**config.mk**
```make
export PLATFORM = sky130hd
export DESIGN_NAME = gpsc_port
export DESIGN_NICKNAME = d
export VERILOG_FILES = /design/src/include/gpsc_pkg.sv /design/src/core/gpsc_wb_slave.sv /design/src/core/gpsc_pin_cfg.sv /design/src/core/gpsc_port.sv
export SDC_FILE = /design/constraint.sdc
export NUM_CORES = 1
export LEC_CHECK = 0
export BUFFER_PORTS_ARGS = -buffer_cell sky130_fd_sc_hd__buf_4
export CAP_MARGIN = 20
export CORE_ASPECT_RATIO = 1.4
export CORE_MARGIN = 4
export CORE_UTILIZATION = 58
export DETAILED_ROUTE_END_ITERATION = 8
export GPL_TIMING_DRIVEN = 0
export PLACE_DENSITY = 0.92
export SYNTH_ARGS = -nofsm -noshare
export SYNTH_HDL_FRONTEND = slang
export SYNTH_SLANG_ARGS = --single-unit
export TNS_END_PERCENT = 5
```
**constraint.sdc**
```tcl
create_clock -name clk_i -period 4.6 [get_ports clk_i]
set_input_delay 0.92 -clock clk_i [delete_from_list [all_inputs] [get_ports clk_i]]
set_output_delay 0.92 -clock clk_i [all_outputs]
set_load 0.02 [all_outputs]
```
**src/include/gpsc_pkg.sv**
```systemverilog
/*
 * Constants, field layout and helpers for the sixteen-pin GPIO data path.
 * Assumes a 32-bit Wishbone register bus with byte addresses.
 */
package gpsc_pkg;

    localparam int          GPSC_PINS      = 16;
    localparam int          GPSC_ADR_W     = 8;
    localparam int          GPSC_DAT_W     = 32;

    // Register byte offsets
    localparam logic [7:0]  OFS_CFG_LOW    = 8'h00;
    localparam logic [7:0]  OFS_CFG_HIGH   = 8'h04;
    localparam logic [7:0]  OFS_INPUT      = 8'h08;
    localparam logic [7:0]  OFS_OUTPUT     = 8'h0c;
    localparam logic [7:0]  OFS_SET_CLEAR  = 8'h10;
    localparam logic [7:0]  OFS_CLEAR_ONLY = 8'h14;

    // Reset values
    localparam logic [31:0] CFG_RESET      = 32'h4444_4444;
    localparam logic [15:0] OUTPUT_RESET   = 16'h0000;

    // Field positions
    localparam int          PIN_FIELD_W    = 4;
    localparam int          MODE_LSB       = 0;
    localparam int          KIND_LSB       = 2;
    localparam int          SET_LSB        = 0;
    localparam int          CLEAR_LSB      = 16;

    // Field codes
    localparam logic [1:0]  MODE_INPUT     = 2'h0;
    localparam logic [1:0]  KIND_ANALOG     = 2'h0;
    localparam logic [1:0]  KIND_FLOAT      = 2'h1;
    localparam logic [1:0]  KIND_PULL       = 2'h2;
    localparam logic [1:0]  KIND_OPEN_DRAIN = 2'h1;
    localparam logic [1:0]  KIND_ALT_OD     = 2'h3;

    typedef enum logic [2:0] {
        GPSC_ANALOG,
        GPSC_FLOATING,
        GPSC_PULLED,
        GPSC_PUSH_PULL,
        GPSC_OPEN_DRAIN
    } gpsc_pin_mode_t;

    // Decodes one pin's 4-bit configuration nibble
    function automatic gpsc_pin_mode_t gpsc_decode(input logic [3:0] nib);
        logic [1:0] dir;
        logic [1:0] kind;
        dir  = nib[MODE_LSB +: 2];
        kind = nib[KIND_LSB +: 2];
        if (dir == MODE_INPUT)
            gpsc_decode = (kind == KIND_PULL)   ? GPSC_PULLED :
                          (kind == KIND_ANALOG) ? GPSC_ANALOG : GPSC_FLOATING;
        else
            gpsc_decode = (kind == KIND_OPEN_DRAIN || kind == KIND_ALT_OD) ?
                          GPSC_OPEN_DRAIN : GPSC_PUSH_PULL;
    endfunction

    // Expands Wishbone byte selects into a bit mask
    function automatic logic [31:0] gpsc_lane_mask(input logic [3:0] sel);
        gpsc_lane_mask = {{8{sel[3]}}, {8{sel[2]}}, {8{sel[1]}}, {8{sel[0]}}};
    endfunction

endpackage

```
**src/core/gpsc_wb_slave.sv**
```systemverilog
/*
 * Wishbone classic handshake for the GPIO port: one wait state, registered
 * ack and read data. Assumes the master holds the request until ack.
 */
`timescale 1ns/10ps
module gpsc_wb_slave
(
    input  wire logic                           clk_i,
    input  wire logic                           rst_i,
    input  wire logic                           wb_cyc_i,
    input  wire logic                           wb_stb_i,
    input  wire logic                           wb_we_i,
    input  wire logic [31:0]                    rd_data_i,
    output logic                                wb_ack_o,
    output logic [31:0]                         wb_dat_o,
    output logic                                wr_take_o
);
    import gpsc_pkg::*;

    logic                                       first_cycle;

    assign first_cycle = wb_cyc_i && wb_stb_i && !wb_ack_o;
    // Write lands on the same edge at which the master samples ack
    assign wr_take_o   = wb_cyc_i && wb_stb_i && wb_we_i && wb_ack_o;

    always_ff @(posedge clk_i)
    begin
        if (rst_i)
            wb_ack_o <= 1'b0;
        else
            wb_ack_o <= first_cycle;
    end

    always_ff @(posedge clk_i)
    begin
        if (rst_i)
            wb_dat_o <= 32'h0000_0000;
        else if (first_cycle && !wb_we_i)
            wb_dat_o <= rd_data_i;
    end

endmodule

```
**src/core/gpsc_pin_cfg.sv**
```systemverilog
/*
 * Per-pin pad control from the configuration nibbles and drive bits.
 * Purely combinational; the port registers every result before the pads.
 */
`timescale 1ns/10ps
module gpsc_pin_cfg
(
    input  wire logic [31:0]                    cfg_low_i,
    input  wire logic [31:0]                    cfg_high_i,
    input  wire logic [15:0]                    drive_i,
    output logic      [15:0]                    pad_out_o,
    output logic      [15:0]                    pad_oe_n_o,
    output logic      [15:0]                    pull_up_o,
    output logic      [15:0]                    pull_down_o
);
    import gpsc_pkg::*;

    logic [63:0]                                cfg_all;

    assign cfg_all = {cfg_high_i, cfg_low_i};

    for (genvar p = 0; p < GPSC_PINS; p++)
    begin : g_pin
        gpsc_pin_mode_t                         mode;
        assign mode = gpsc_decode(cfg_all[p*PIN_FIELD_W +: PIN_FIELD_W]);

        always_comb
        begin
            pad_out_o[p]   = 1'b0;
            pad_oe_n_o[p]  = 1'b1;
            pull_up_o[p]   = 1'b0;
            pull_down_o[p] = 1'b0;
            unique case (mode)
                GPSC_ANALOG, GPSC_FLOATING: ;
                GPSC_PULLED:
                begin
                    pull_up_o[p]   = drive_i[p];
                    pull_down_o[p] = !drive_i[p];
                end
                GPSC_PUSH_PULL:
                begin
                    pad_out_o[p]  = drive_i[p];
                    pad_oe_n_o[p] = 1'b0;
                end
                GPSC_OPEN_DRAIN:
                    // Only a zero is driven; a one releases the pad
                    pad_oe_n_o[p] = drive_i[p];
            endcase
        end
    end

endmodule

```
**src/core/gpsc_port.sv**
```systemverilog
/*
 * Data path of one sixteen-pin GPIO port: configuration, input sampling,
 * output data register with atomic set and clear, Wishbone classic slave.
 * Assumes pin inputs are already synchronous to clk_i.
 */
// The Wishbone interface to the registers was left to the implementer.
`timescale 1ns/10ps
module gpsc_port
#(
    parameter int PINS = gpsc_pkg::GPSC_PINS
)
(
    input  wire logic                           clk_i,
    input  wire logic                           rst_i,
    input  wire logic                           wb_cyc_i,
    input  wire logic                           wb_stb_i,
    input  wire logic                           wb_we_i,
    input  wire logic [gpsc_pkg::GPSC_ADR_W-1:0] wb_adr_i,
    input  wire logic [3:0]                     wb_sel_i,
    input  wire logic [gpsc_pkg::GPSC_DAT_W-1:0] wb_dat_i,
    output logic      [gpsc_pkg::GPSC_DAT_W-1:0] wb_dat_o,
    output logic                                wb_ack_o,
    input  wire logic [PINS-1:0]                pin_level_i,
    output logic      [PINS-1:0]                pin_drive_o,
    output logic      [PINS-1:0]                pin_oe_n_o,
    output logic      [PINS-1:0]                pin_pull_up_o,
    output logic      [PINS-1:0]                pin_pull_down_o
);
    import gpsc_pkg::*;

    if (PINS < 1 || PINS > GPSC_PINS)
    begin : g_bad_pins
        $error("gpsc_port: PINS must lie between 1 and 16");
    end

    ////////////////////////////////////////////////////////////////////////////
    // Declarations
    ////////////////////////////////////////////////////////////////////////////

    logic [31:0]                                pin_config_low;
    logic [31:0]                                pin_config_high;
    logic [15:0]                                pin_input_level;
    logic [15:0]                                pin_drive_bit;
    logic [15:0]                                next_drive_bit;
    logic [31:0]                                lane;
    logic [31:0]                                wr_bits;
    logic [15:0]                                pin_set_request;
    logic [15:0]                                pin_clear_request;
    logic [31:0]                                rd_data;
    logic                                       wr_take;
    logic                                       hit_cfg_low;
    logic                                       hit_cfg_high;
    logic                                       hit_output;
    logic                                       hit_set_clear;
    logic                                       hit_clear_only;
    logic [15:0]                                pad_out;
    logic [15:0]                                pad_oe_n;
    logic [15:0]                                pull_up;
    logic [15:0]                                pull_down;
    logic [15:0]                                pin_mask;

    assign pin_mask = 16'((32'h1 << PINS) - 32'h1);

    ////////////////////////////////////////////////////////////////////////////
    // Bus handshake
    ////////////////////////////////////////////////////////////////////////////

    gpsc_wb_slave u_slave
    (
        .clk_i      (clk_i),
        .rst_i      (rst_i),
        .wb_cyc_i   (wb_cyc_i),
        .wb_stb_i   (wb_stb_i),
        .wb_we_i    (wb_we_i),
        .rd_data_i  (rd_data),
        .wb_ack_o   (wb_ack_o),
        .wb_dat_o   (wb_dat_o),
        .wr_take_o  (wr_take)
    );

    ////////////////////////////////////////////////////////////////////////////
    // Address decode and write data
    ////////////////////////////////////////////////////////////////////////////

    assign hit_cfg_low    = wr_take && (wb_adr_i == OFS_CFG_LOW);
    assign hit_cfg_high   = wr_take && (wb_adr_i == OFS_CFG_HIGH);
    assign hit_output     = wr_take && (wb_adr_i == OFS_OUTPUT);
    assign hit_set_clear  = wr_take && (wb_adr_i == OFS_SET_CLEAR);
    assign hit_clear_only = wr_take && (wb_adr_i == OFS_CLEAR_ONLY);

    // Unselected byte lanes carry no request at all
    assign lane    = gpsc_lane_mask(wb_sel_i);
    assign wr_bits = wb_dat_i & lane;

    always_comb
    begin
        pin_set_request   = 16'h0000;
        pin_clear_request = 16'h0000;
        if (hit_set_clear)
        begin
            pin_set_request   = wr_bits[SET_LSB +: 16];
            pin_clear_request = wr_bits[CLEAR_LSB +: 16];
        end
        else if (hit_clear_only)
        begin
            // Upper half is reserved and ignored
            pin_clear_request = wr_bits[SET_LSB +: 16];
        end
        pin_set_request   = pin_set_request & pin_mask;
        pin_clear_request = pin_clear_request & pin_mask;
    end

    ////////////////////////////////////////////////////////////////////////////
    // Configuration registers
    ////////////////////////////////////////////////////////////////////////////

    always_ff @(posedge clk_i)
    begin
        if (rst_i)
            pin_config_low <= CFG_RESET;
        else if (hit_cfg_low)
            pin_config_low <= (pin_config_low & ~lane) | wr_bits;
    end

    always_ff @(posedge clk_i)
    begin
        if (rst_i)
            pin_config_high <= CFG_RESET;
        else if (hit_cfg_high)
            pin_config_high <= (pin_config_high & ~lane) | wr_bits;
    end

    ////////////////////////////////////////////////////////////////////////////
    // Output data register
    ////////////////////////////////////////////////////////////////////////////

    always_comb
    begin
        next_drive_bit = pin_drive_bit;
        if (hit_output)
        begin
            // Byte-wide writes are merged per lane rather than refused
            next_drive_bit = (pin_drive_bit & ~lane[15:0]) | wr_bits[15:0];
        end
        // Clear first, then set, so a set wins on the same bit
        next_drive_bit = (next_drive_bit & ~pin_clear_request)
                       | pin_set_request;
        next_drive_bit = next_drive_bit & pin_mask;
    end

    always_ff @(posedge clk_i)
    begin
        if (rst_i)
            pin_drive_bit <= OUTPUT_RESET;
        else
            pin_drive_bit <= next_drive_bit;
    end

    ////////////////////////////////////////////////////////////////////////////
    // Input sampling
    ////////////////////////////////////////////////////////////////////////////

    always_ff @(posedge clk_i)
    begin
        if (rst_i)
            pin_input_level <= 16'h0000;
        else
            pin_input_level <= 16'(pin_level_i);
    end

    ////////////////////////////////////////////////////////////////////////////
    // Read data
    ////////////////////////////////////////////////////////////////////////////

    always_comb
    begin
        rd_data = 32'h0000_0000;
        unique case (wb_adr_i)
            OFS_CFG_LOW:    rd_data = pin_config_low;
            OFS_CFG_HIGH:   rd_data = pin_config_high;
            // Reserved upper halves read as zero
            OFS_INPUT:      rd_data = {16'h0000, pin_input_level};
            OFS_OUTPUT:     rd_data = {16'h0000, pin_drive_bit};
            // Write-only registers and holes read as zero
            default:        rd_data = 32'h0000_0000;
        endcase
    end

    ////////////////////////////////////////////////////////////////////////////
    // Pad control
    ////////////////////////////////////////////////////////////////////////////

    gpsc_pin_cfg u_pin_cfg
    (
        .cfg_low_i   (pin_config_low),
        .cfg_high_i  (pin_config_high),
        .drive_i     (pin_drive_bit),
        .pad_out_o   (pad_out),
        .pad_oe_n_o  (pad_oe_n),
        .pull_up_o   (pull_up),
        .pull_down_o (pull_down)
    );

    // Pads follow the registers one cycle later; outputs stay glitch free
    always_ff @(posedge clk_i)
    begin
        if (rst_i)
        begin
            pin_drive_o <= '0;
            pin_oe_n_o  <= '1;
        end
        else
        begin
            pin_drive_o <= pad_out[PINS-1:0];
            pin_oe_n_o  <= pad_oe_n[PINS-1:0];
        end
    end

    // After reset every pin is a floating input, so no pull is active
    always_ff @(posedge clk_i)
    begin
        if (rst_i)
        begin
            pin_pull_up_o   <= '0;
            pin_pull_down_o <= '0;
        end
        else
        begin
            pin_pull_up_o   <= pull_up[PINS-1:0];
            pin_pull_down_o <= pull_down[PINS-1:0];
        end
    end

endmodule

```
# Yosys cells after proc, flatten, opt, wreduce, memory -nomap -nowiden
# Cells that the tools add are included.
[op_classes]
eq_ne = 101
n_bitwise = 44
n_reduce_logical = 109
muxes = 85
[op_table]
columns = ["op", "n"]
rows = [
  ["2-to-1 mux 3 bit", 48],
  ["case mux 32 bit (4 select lines)", 1],
  ["AND 32 bit", 3],
  ["equality test 3 x 2 -> 1 bit, second input constant", 32],
  ["equality test 2 bit, second input constant", 32],
  ["logical NOT 2 bit", 32],
  ["2-to-1 mux 16 bit", 4],
  ["OR 32 bit", 2],
  ["OR reduction 2 bit", 32],
  ["equality test 3 bit, second input constant", 16],
  ["AND 16 bit", 2],
  ["equality test 2 x 1 -> 1 bit, second input constant", 16],
  ["NOT 1 bit", 32],
  ["NOT 16 bit", 2],
  ["NOT 32 bit", 1],
  ["OR 16 bit", 2],
  ["case mux 1 bit (2 select lines)", 16],
  ["logical NOT 1 bit", 18],
  ["equality test 8 x 4 -> 1 bit, second input constant", 2],
  ["equality test 8 x 5 -> 1 bit, second input constant", 2],
  ["logical OR 1 bit", 16],
  ["2-to-1 mux 1 bit", 16],
  ["logical AND 1 bit", 10],
  ["equality test 8 x 3 -> 1 bit, second input constant", 1],
  ["logical NOT 8 bit", 1],
]
[totals]
ff_bits = 193
inputBits = 65
out_inout_bits = 97
wordCells = 394

# Depth between registers and ports, before layout
# Gate-level depths: netlist (run 1).
[depth]
ltp_word = 9
mapped_depth = 6
depth_no_buf = 4

# Modules after synthesis
# From an unflattened synthesis (run 1), not the netlist that was laid out.
[hier_totals]
hier_cells = 808
area_unflattened_um2 = 8255.4
[modules_own_cells]
columns = ["mod", "instances", "area_per_inst_um2", "seq_area_each_um2", "cells_per_inst"]
rows = [
  ["gpsc_port", 1, 6025.8, 3203.1, 583],
  ["gpsc_wb_slave", 1, 1508.9, 660.6, 145],
  ["gpsc_pin_cfg", 1, 720.7, 0.0, 80],
]

# Worst setup path before layout (run 1)
# No wires, ideal clock.
[synth_path]
path_kind = "input to register"
start = "in wb_adr_i[5] in the netlist's numbering"
end = "reg (tool-made name)"
arrival_time_ns = 2.154
setup_time_ns = 0.129
path_buffers = 1
path_slack_ns = 2.316
path_stages = 5
cell_sequence = "nor4_2 buf_6 nand4_2 mux2i_1 nand2_1"
[synth_lines]
columns = ["item", "line_no", "text"]
rows = [
  ["start, declared", "gpsc_port.sv:18", "input wire logic [gpsc_pkg::GPSC_ADR_W-1:0] wb_adr_i,"],
]

# Worst setup path after layout (run 1)
[layout_path]
start = "in wb_adr_i[5] in the netlist's numbering"
end = "reg pin_drive_bit[4]"
[layout_between]
elab_chain_cells = 7
[layout_lines]
columns = ["item", "line_no", "text"]
rows = [
  ["equality test 8 x 5 -> 1 bit", "gpsc_port.sv:89", "assign hit_clear_only = wr_take && (wb_adr_i == OFS_CLEAR_ONLY);"],
  ["logical AND 1 bit", "gpsc_port.sv:89", ""],
  ["2-to-1 mux 16 bit", "gpsc_port.sv:104", "else if (hit_clear_only)"],
  ["2-to-1 mux 16 bit", "gpsc_port.sv:99", "if (hit_set_clear)"],
  ["NOT 16 bit", "gpsc_port.sv:146", "next_drive_bit = (next_drive_bit & ~pin_clear_request)"],
  ["AND 16 bit", "gpsc_port.sv:146", ""],
  ["OR 16 bit (*)", "gpsc_port.sv:147", "| pin_set_request;"],
  ["end signal, assigned", "gpsc_port.sv:156", "pin_drive_bit <= next_drive_bit;"],
  ["end, declared", "gpsc_port.sv:43", "logic [15:0] pin_drive_bit;"],
]
# Mark *: on every way between the ends. The rest lies on a longest branch, timed or not.
# A chain may end at the register's enable or synchronous reset.

==> run_results.csv, run 1 <==
group,metric,value,unit
cells_and_area,final_nets,938,
synthesis,syn_nets,760,
cts,clockBufferDepth,2,
sta,fin_skew,0.00821,ns
critical_path,worst-r2r-setup-slack,2.49,ns
critical_path,arrival,2.81,ns
critical_path,critPathRequiredTime,4.97,ns
critical_path,regToRegStartpoint,"u_slave.wb_ack_o",
synthesis,avgSynthCellArea,10.4,um^2
sta,worstMarginPinSlew,0.863,ns
floorplan,row_count,48,
critical_path,crit_family,"simple AND/OR/NAND/NOR gates",
critical_path,start_kind,"input pin",
cts,cts.clk_slew.worst_paths,0.06,ns
sta,fin_hold_ws,0.468,ns
sta,rsz0062_at_grt,"false",
pwr,p_clk_share,43.9,%
detailed_routing,drt-wirelength-per-cell,21.6,um
sta,setup_viol_count_final,0,
cts,htree_num_levels,4,
critical_path,critPathSlowestCell,"nor4_2",
sta,max_freq,0.409,GHz
detailed_routing,drtIter0Drc,664,
outcome,status,"finished clean",
pwr,seqPwrFrac,50.9,%
grt,grtUsageTotal,30.9,%
synthesis,synth.cell_area,7250,um^2
synthesis,synth_flop_cell,"dfxtp_1",
sta,period_minus_slack,2.45,ns
critical_path,cp_num_buf_inv,1,
synthesis,yosysSeqAreaShare,53.3,%
sta,min_period_over_period,53.2,%
floorplan,die_area,14400,um^2
floorplan,initial_core_util,58.9,%
synthesis,synth-async-reset-ratio,0,%
pwr,p_per_area,358,nW/um^2
sta,final_hold_viol_count,0,
cts,hold_buffers,0,
floorplan,die_h,140,um
pwr,p_leak,4.06,nW
min_path,hold_class,"reg -> reg",
floorplan,io_pins,162,
cells_and_area,layout_commonest_cell,"dfxtp_1",
cts,cts_sinks,193,
synthesis,netlist_instances,695,
critical_path,path_cells,"buf_4 -> nor4_2 -> nand4_2 -> o21ai_2 -> a32o_1",
cts,numCtsBuffers,17,
synthesis,synth_cell_types,46,
cells_and_area,final_cell_mix,"193 x dfxtp_1, 164 x buf_4, 122 x nor2_1",
cells_and_area,final_core_util,74.9,%
pwr,p_sw,713,uW
grt,grt_start_max_net_pins,17,
detailed_routing,vias,6514,
cells_and_area,syn2layout_area_growth,27.1,%
cells_and_area,drive_above_1_share,26.7,%
synthesis,synth_warnings,0,
pwr,p_sw_share,21.6,%
critical_path,critPathKind,"in -> reg",
sta,worst_slack,2.15,ns
grt,grt-ovfl-total,0,
place,place_area,8630,um^2
pwr,combPwrFrac,5.2,%
grt,grt_first_pass_wirelength,33.7,mm
critical_path,max_stage_delay,0.65,ns
detailed_routing,ant_nets,0,
run,max_cap_viol_count,0,
pwr,p_int,2.59,mW
critical_path,setup.worst_path.end_class,"register",
grt,antenna_found_initial,1,
detailed_routing,vias_per_cell,6.29,
place,place.gp.congestion,0.905,
place,dpl.hpwl,15.2,mm
synthesis,synth_seq_cells,193,
cts,postCtsSetupBuffers,0,
min_path,hold_depth,2,
place,dp_slack,1.78,ns
grt,grt_pass1_vias,6419,
detailed_routing,dr.pass1.iters,6,
sta,relSlewSlack,42.5,%
critical_path,path_max_fanout,9,
sta,report.final.slew_viol_count,0,
cts,insertion_delay,0.43,ns
detailed_routing,wirelength,22.3,mm
cells_and_area,final_area,9220,um^2
floorplan,core,12300,um^2
pwr,peakVddDrop,0.248,mV
sta,setup-tns-final,0,ns
synthesis,synth_edf_count,0,
cts,cts_tree,"built",
place,io_buffer_count,159,
floorplan,die_w,103,um
cts,cts_resized,0,
detailed_routing,drc_errors,0,
critical_path,reg2reg_depth,6,
cts,cts-root-buf,"clkbuf_16",
## kinds of logic after synthesis
kind of cell,after synthesis,synth area share (%)
simple gates,277,19.7
mux,66,11.9
buf+inv,46,2.97
flops,193,53.3
compound gates,113,12.2
## how the worst max path moves through the flow
stage,startpoint,to,slack (ns),cells after the start
4_1_cts,wb_adr_i[5],pin_drive_bit[4],2.22,5
2_1_floorplan,wb_adr_i[5],register,2.32,5
5_1_grt,wb_adr_i[5],register,2.09,6
6_report,wb_adr_i[5],pin_drive_bit[4],2.15,5
3_3_place_gp,wb_adr_i[5],pin_drive_bit[0],1.87,5
3_5_place_dp,wb_adr_i[5],pin_drive_bit[4],1.78,5
## per-layer routing
metal	vias to the layer above	GRT usage (%)	wire length (um)
met1	3045	36.0	7790
met2	463	48.8	10600
li1	2871	-	-
met3	135	7.57	2210
met4	0	21.6	1700
met5	-	0	0
## final cells by class
| class | count | area, um^2 |
|---|---|---|
| plain buffers | 40 | 193 |
| inverters | 6 | 22.5 |
| flip-flops and latches | 193 | 3860 |
| repair buffers | 159 | 1190 |
| well taps | 150 | 188 |
| diodes | 1 | 2.50 |
| clock buffers | 23 | 478 |
| clock inverters | 8 | 103 |
| fillers | 777 | 3100 |
| multi-input cells | 456 | 3170 |
## through the flow
stage	cells	total power, mW
floorplan	695	1.79
global placement	1004	1.88
detailed placement	1004	1.88
CTS	1035	3.30
global route	1036	3.36
finish	1036	3.30
## power by group through the flow
stage / combinational [mW] / sequential [mW] / clock [mW]
3_3_place_gp: 0.161 / 1.72 / 0
5_1_grt: 0.178 / 1.68 / 1.51
6_report: 0.171 / 1.68 / 1.45
3_5_place_dp: 0.164 / 1.72 / 0
4_1_cts: 0.166 / 1.68 / 1.45
2_1_floorplan: 0.0715 / 1.72 / 0
## cells in the mapped netlist, types with 2 or more instances
master    instances  area, um^2
a41o_1            2        20.0
o211ai_1          6        45.0
nand3_1           5        25.0
clkbuf_1         25        93.8
nand4_4           5         106
nor2_1          122         458
inv_1             5        18.8
buf_4             5        37.5
nor3_1            3        15.0
nand4_2           3        37.5
dfxtp_1         193        3860
a22oi_1          17         128
buf_6             2        22.5
mux4_2           16         360
a22o_1           38         333
nor4_4            2        42.5
and4_1            7        61.3
buf_2             7        35.0
nand2_1          79         297
mux2i_1          50         500
a32o_1            9        90.1
a21oi_1          23         115
nand4_1           4        25.0
nor4_1           17         106
a221oi_1         13         114
nor2b_1          17         106
## tightest hold or removal path, stage by stage (launching register included)
cell	delay, ns
dfxtp_1	0.32
nand2_1	0.06
a21oi_1	0.05
Power figures use the tool's default switching activity.
==> run 2: changes to the inputs <==
--- a/config.mk
+++ b/config.mk
@@ -9,10 +9,10 @@
 export CAP_MARGIN = 20
 export CORE_ASPECT_RATIO = 1.4
 export CORE_MARGIN = 4
-export CORE_UTILIZATION = 58
+export CORE_UTILIZATION = 48
 export DETAILED_ROUTE_END_ITERATION = 8
 export GPL_TIMING_DRIVEN = 0
-export PLACE_DENSITY = 0.92
+export PLACE_DENSITY = 0.82
 export SYNTH_ARGS = -nofsm -noshare
 export SYNTH_HDL_FRONTEND = slang
 export SYNTH_SLANG_ARGS = --single-unit
==> constraint.sdc (replaced) <==
create_clock -name clk_i -period 2.1 [get_ports clk_i]
set_input_delay 0.42 -clock clk_i [delete_from_list [all_inputs] [get_ports clk_i]]
set_output_delay 0.42 -clock clk_i [all_outputs]
set_load 0.02 [all_outputs]
==> run 2 against run 1 <==
  * Global-route usage shrank 5.2 points
  * First-iteration DRC count shrank 22%
  * Worst setup slack lost 2.1 ns
  * Die area grew 19%
  * Via count shrank 3.3%
  * Routed wire length is essentially flat
  * Register-to-register slack lost 2.4 ns
  * Final cell count grew 3.9%
  * Clock power grew 150%
  * Flip-flop and latch count is the same
  * Combinational power grew 120%
  * Critical endpoint is now u_slave.wb_dat_o[14]
  * Largest power group unchanged
==> run_results.csv, run 2 (synthesis results as in run 1) <==
group,metric,value,unit
outcome,status,"finished clean",
cts,htree_num_levels,4,
sta,rsz0062_at_grt,"true",
floorplan,die_area,17200,um^2
sta,min_period_over_period,97.3,%
floorplan,row_count,52,
detailed_routing,dr.pass1.iters,6,
sta,fin_hold_ws,0.191,ns
critical_path,cp_common_cell,"clkbuf_1",
sta,period_minus_slack,2.04,ns
critical_path,critPathKind,"reg -> reg",
critical_path,path_max_fanout,10,
detailed_routing,drc_errors,0,
grt,antenna_found_initial,1,
critical_path,crit_path_end,"u_slave.wb_dat_o[14]",
cells_and_area,drive_above_1_share,27.1,%
sta,final_hold_viol_count,0,
pwr,p_sw_share,22.2,%
cts,clockBufferDepth,2,
pwr,p_clk_share,46.9,%
critical_path,r2r_end,"u_slave.wb_dat_o[14]",
cells_and_area,final_nets,938,
cts,postCtsSetupBuffers,0,
grt,met1_usage,29.8,%
floorplan,io_pins,162,
cells_and_area,fillers,1165,
cells_and_area,layout_commonest_cell,"dfxtp_1",
critical_path,crit_family,"buffers and inverters",
pwr,p_per_area,817,nW/um^2
critical_path,worstSetupStartpoint,"u_slave.wb_ack_o",
grt,met2_usage,43.7,%
grt,grt_first_pass_wirelength,34.3,mm
sta,worstMarginPinSlew,0.947,ns
floorplan,core,14600,um^2
sta,relSlewSlack,36.9,%
cts,cts_tree,"built",
cts,cts.clk_slew.worst_paths,0.07,ns
cts,cts_resized,0,
cts,cts-root-buf,"clkbuf_16",
critical_path,arrival,2.43,ns
detailed_routing,vias_per_cell,5.85,
detailed_routing,ant_nets,0,
detailed_routing,drtIter0Drc,521,
critical_path,regToRegStartpoint,"u_slave.wb_ack_o",
min_path,hold_depth,2,
place,dpl.hpwl,15.9,mm
sta,max_freq,0.489,GHz
pwr,p_leak,4.10,nW
sta,fin_skew,0.00685,ns
place,io_buffer_count,159,
cts,insertion_delay,0.44,ns
critical_path,start_kind,"register",
cts,cts_sinks,193,
critical_path,setup.worst_path.end_class,"register",
place,place.gp.congestion,0.933,
detailed_routing,wirelength,22.4,mm
pwr,peakVddDrop,0.461,mV
grt,top_usage_layer,"met2",
critical_path,path_cells,"nand4bb_1 -> buf_2 -> and2_0 -> clkbuf_1 -> clkbuf_1 -> a22o_1",
cells_and_area,syn2layout_area_growth,28.9,%
critical_path,critPathRequiredTime,2.48,ns
min_path,hold_class,"in -> reg",
critical_path,cp_num_buf_inv,3,
grt,grtUsageTotal,25.7,%
pwr,seqPwrFrac,48.2,%
floorplan,initial_core_util,49.5,%
sta,setup_viol_count_final,0,
pwr,p_sw,1.70,mW
floorplan,die_h,153,um
pwr,p_int,5.94,mW
grt,grt-ovfl-total,0,
sta,report.final.slew_viol_count,0,
cts,numCtsBuffers,17,
run,max_cap_viol_count,0,
grt,grt_start_max_net_pins,18,
grt,grt_pass1_vias,6265,
floorplan,die_w,112,um
critical_path,critPathSlowestCell,"clkbuf_1",
detailed_routing,vias,6299,
critical_path,worst-r2r-setup-slack,0.06,ns
cells_and_area,final_core_util,63.9,%
critical_path,crit_cells,6,
pwr,combPwrFrac,4.9,%
cells_and_area,final_cell_mix,"193 x dfxtp_1, 163 x buf_4, 122 x nor2_1",
critical_path,max_stage_delay,0.41,ns
critical_path,reg2reg_depth,6,
pwr,total_power,7.64,mW
cts,hold_buffers,0,
grt,grt_util_met3,6.57,%
detailed_routing,drt-wirelength-per-cell,20.8,um
sta,setup-tns-final,0,ns
run 2: changes by cell type in the layout (fill, tap and decap cells not counted):
cell        change
inv_6           +4
inv_8           +1
buf_4           -1
buf_2           -1
clkbuf_4        +1
buf_6           +1
clkbuf_1        -3
clkinv_2        -2
clkinvlp_4      -1
bufinv_16       +2
run 2: power by group through the flow:
stage | Sequential (mW) | Clock (mW) | Combinational (mW)
2_1_floorplan | 3.76 | 0 | 0.157
5_1_grt | 3.68 | 3.74 | 0.394
6_report | 3.68 | 3.58 | 0.374
3_5_place_dp | 3.77 | 0 | 0.362
4_1_cts | 3.68 | 3.58 | 0.365
3_3_place_gp | 3.77 | 0 | 0.357
run 2: layout make-up:
| type | instances | area, um^2 | share of cell area (%) |
|---|---|---|---|
| Buffer | 40 | 199 | 2.13 |
| Antenna cell | 1 | 2.50 | 0.0268 |
| Sequential cell | 193 | 3860 | 41.3 |
| Clock buffer | 20 | 467 | 4.99 |
| Clock inverter | 12 | 191 | 2.05 |
| Tap cell | 189 | 236 | 2.53 |
| Timing Repair Buffer | 159 | 1190 | 12.8 |
| Multi-Input combinational cell | 456 | 3170 | 33.9 |
| Inverter | 6 | 22.5 | 0.241 |
run 2: worst min-delay path by stage:
stage,from,to,slack (ns)
floorplan,pin_drive_bit[10],pin_pull_down_o[10],0.44
global placement,register,register,0.45
detailed placement,register,register,0.46
CTS,pin_level_i[13],pin_input_level[13],0.19
global route,pin_level_i[6],pin_input_level[6],0.21
finish,pin_level_i[14],pin_input_level[14],0.19
run 2: per-stage QoR:
stage,instances,cell area (um^2),setup WS (ns)
6_report,1076,9350,0.0559
5_1_grt,1076,9350,-0.0573
4_1_cts,1075,9340,0.0285
3_5_place_dp,1043,8680,-0.215
3_3_place_gp,1043,8680,-0.183
2_1_floorplan,695,7250,0.273
run 2: routing by layer:
| layer | wire length (um) | vias to the layer above |
|---|---|---|
| li1 | - | 2874 |
| met1 | 8290 | 3030 |
| met2 | 11000 | 316 |
| met3 | 1910 | 79 |
| met4 | 1180 | 0 |
| met5 | 0 | - |
==> run 3: changes to the inputs <==
--- a/config.mk
+++ b/config.mk
@@ -16,4 +16,4 @@
 export SYNTH_ARGS = -nofsm -noshare
 export SYNTH_HDL_FRONTEND = slang
 export SYNTH_SLANG_ARGS = --single-unit
-export TNS_END_PERCENT = 5
+export TNS_END_PERCENT = 10
==> constraint.sdc (replaced) <==
create_clock -name clk_i -period 1.7 [get_ports clk_i]
set_input_delay 0.34 -clock clk_i [delete_from_list [all_inputs] [get_ports clk_i]]
set_output_delay 0.34 -clock clk_i [all_outputs]
set_load 0.02 [all_outputs]
==> run 3 against run 2 <==
  * Non-clock buffer count grew 6
  * Via count down 0.59%
  * Combinational power grew 27%
  * Sequential power is 24% higher
  * Final cell count rose by 0.65%
  * Maximum frequency rose by 25%
  * Flip-flop and latch count unchanged
==> run_results.csv, run 3 (synthesis results as in run 1) <==
group,metric,value,unit
cells_and_area,finalNonFillerCells,1083,
sta,worst_slack,0.0589,ns
detailed_routing,vias_per_cell,5.78,
cells_and_area,syn2layout_area_growth,29.9,%
pwr,p_sw_share,22.5,%
floorplan,core,14600,um^2
pwr,p_int,6.87,mW
sta,report.final.slew_viol_count,0,
run,max_cap_viol_count,0,
detailed_routing,ant_nets,0,
sta,fin_hold_ws,0.115,ns
outcome,status,"finished clean",
cells_and_area,final_area,9420,um^2
place,dp_slack,-0.503,ns
place,io_buffer_count,159,
sta,period_minus_slack,1.64,ns
place,dpl.hpwl,15.8,mm
cells_and_area,layout_commonest_cell,"dfxtp_1",
floorplan,die_w,112,um
critical_path,critPathKind,"reg -> reg",
critical_path,setup.worst_path.end_class,"register",
pwr,p_leak,4.12,nW
sta,setup_viol_count_final,0,
detailed_routing,vias,6262,
critical_path,critPathSlowestCell,"dfxtp_2",
cells_and_area,final_core_util,64.4,%
sta,max_freq,0.609,GHz
sta,fin_skew,0.00602,ns
cts,clockBufferDepth,2,
sta,min_period_over_period,96.5,%
critical_path,path_cells,"and4_4 -> buf_8 -> buf_12 -> nand4_4 -> mux2i_1 -> nand2_1",
place,place_area,8700,um^2
cts,cts_tree,"built",
pwr,total_power,8.87,mW
floorplan,row_count,52,
cts,cts_sinks,193,
cts,hold_buffers,0,
detailed_routing,drtIter0Drc,606,
cts,cts-root-buf,"clkbuf_16",
cells_and_area,fillers,1182,
floorplan,io_pins,162,
sta,setup-tns-final,0,ns
critical_path,start_kind,"register",
critical_path,max_stage_delay,0.36,ns
detailed_routing,wirelength,22.2,mm
pwr,seqPwrFrac,51.3,%
grt,grt_pass1_vias,6060,
detailed_routing,dr.pass1.iters,6,
cells_and_area,final_cell_mix,"192 x dfxtp_1, 168 x buf_4, 121 x nor2_1",
grt,grt-ovfl-total,0,
critical_path,critPathRequiredTime,1.99,ns
cells_and_area,final_nets,944,
place,place.gp.congestion,0.956,
pwr,p_sw,1.99,mW
floorplan,die_area,17200,um^2
sta,relSlewSlack,34.7,%
place,dp_cells,1043,
cts,numCtsBuffers,17,
floorplan,initial_core_util,49.5,%
critical_path,path_max_fanout,10,
sta,worstMarginPinSlew,0.979,ns
grt,grtUsageTotal,25.1,%
critical_path,arrival,1.93,ns
cts,htree_num_levels,4,
grt,grt_first_pass_wirelength,33.6,mm
grt,antenna_found_initial,1,
critical_path,crit_family,"simple AND/OR/NAND/NOR gates",
cells_and_area,drive_above_1_share,28.4,%
critical_path,cp_num_buf_inv,2,
pwr,combPwrFrac,5.4,%
grt,grt_start_max_net_pins,17,
floorplan,die_h,153,um
cts,insertion_delay,0.43,ns
pwr,peakVddDrop,0.461,mV
cts,cts.clk_slew.worst_paths,0.07,ns
pwr,p_per_area,941,nW/um^2
detailed_routing,drc_errors,0,
min_path,hold_class,"in -> reg",
sta,rsz0062_at_grt,"true",
pwr,p_clk_share,43.3,%
sta,final_hold_viol_count,0,
detailed_routing,drt-wirelength-per-cell,20.5,um
run 3: power groups by stage:
stage	logic, mW	clock network, mW	registers (mW)
after floorplan	0.195	0	4.65
after global placement	0.442	0	4.65
after detailed placement	0.446	0	4.65
after CTS	0.452	3.86	4.55
after global routing	0.501	4.05	4.55
final	0.475	3.84	4.55
run 3: cell type report:
cell class,count,area [um^2],share of cell area (%)
Antenna cell,2,5.00,0.0531
Buffer,40,239,2.54
Clock buffer,21,470,4.99
Clock inverter,11,103,1.09
Inverter,6,22.5,0.239
Multi-Input combinational cell,456,3230,34.3
Sequential cell,193,3860,41.0
Tap cell,189,236,2.51
Timing Repair Buffer,165,1250,13.3
run 3: worst paths after layout:
| kind | depth (start not counted) | endpoint | slack, ns | from |
|---|---|---|---|---|
| setup reg to reg | 6 | register | 0.06 | u_slave.wb_ack_o |
| hold / removal | 2 | pin_input_level[4] | 0.11 | pin_level_i[4] |
| setup / recovery | 6 | register | 0.06 | u_slave.wb_ack_o |
| hold reg to reg | 1 | u_slave.wb_ack_o | 0.45 | u_slave.wb_ack_o |
run 3: routing by layer:
metal / GRT usage (%) / up-vias / part of all wire [%]
li1: - / 2879 / -
met1: 29.8 / 2977 / 38
met2: 42.4 / 321 / 49
met3: 5.97 / 85 / 8.4
met4: 12.4 / 0 / 5.0
met5: 0 / - / 0
run 3: worst register-to-register path, delay by kind of cell (launching register included):
| family | cells | cell delay [ns] |
|---|---|---|
| mux | 1 | 0.24 |
| flops | 1 | 0.36 |
| buf+inv | 2 | 0.33 |
| simple gates | 3 | 0.57 |
run 3: what timing repair did:
item                       CTS  global route
setup buffers                1             5
gates resized for setup      8            21
cloned                       0             0
pin swaps                    4             4
setup endpoints to repair   74            82
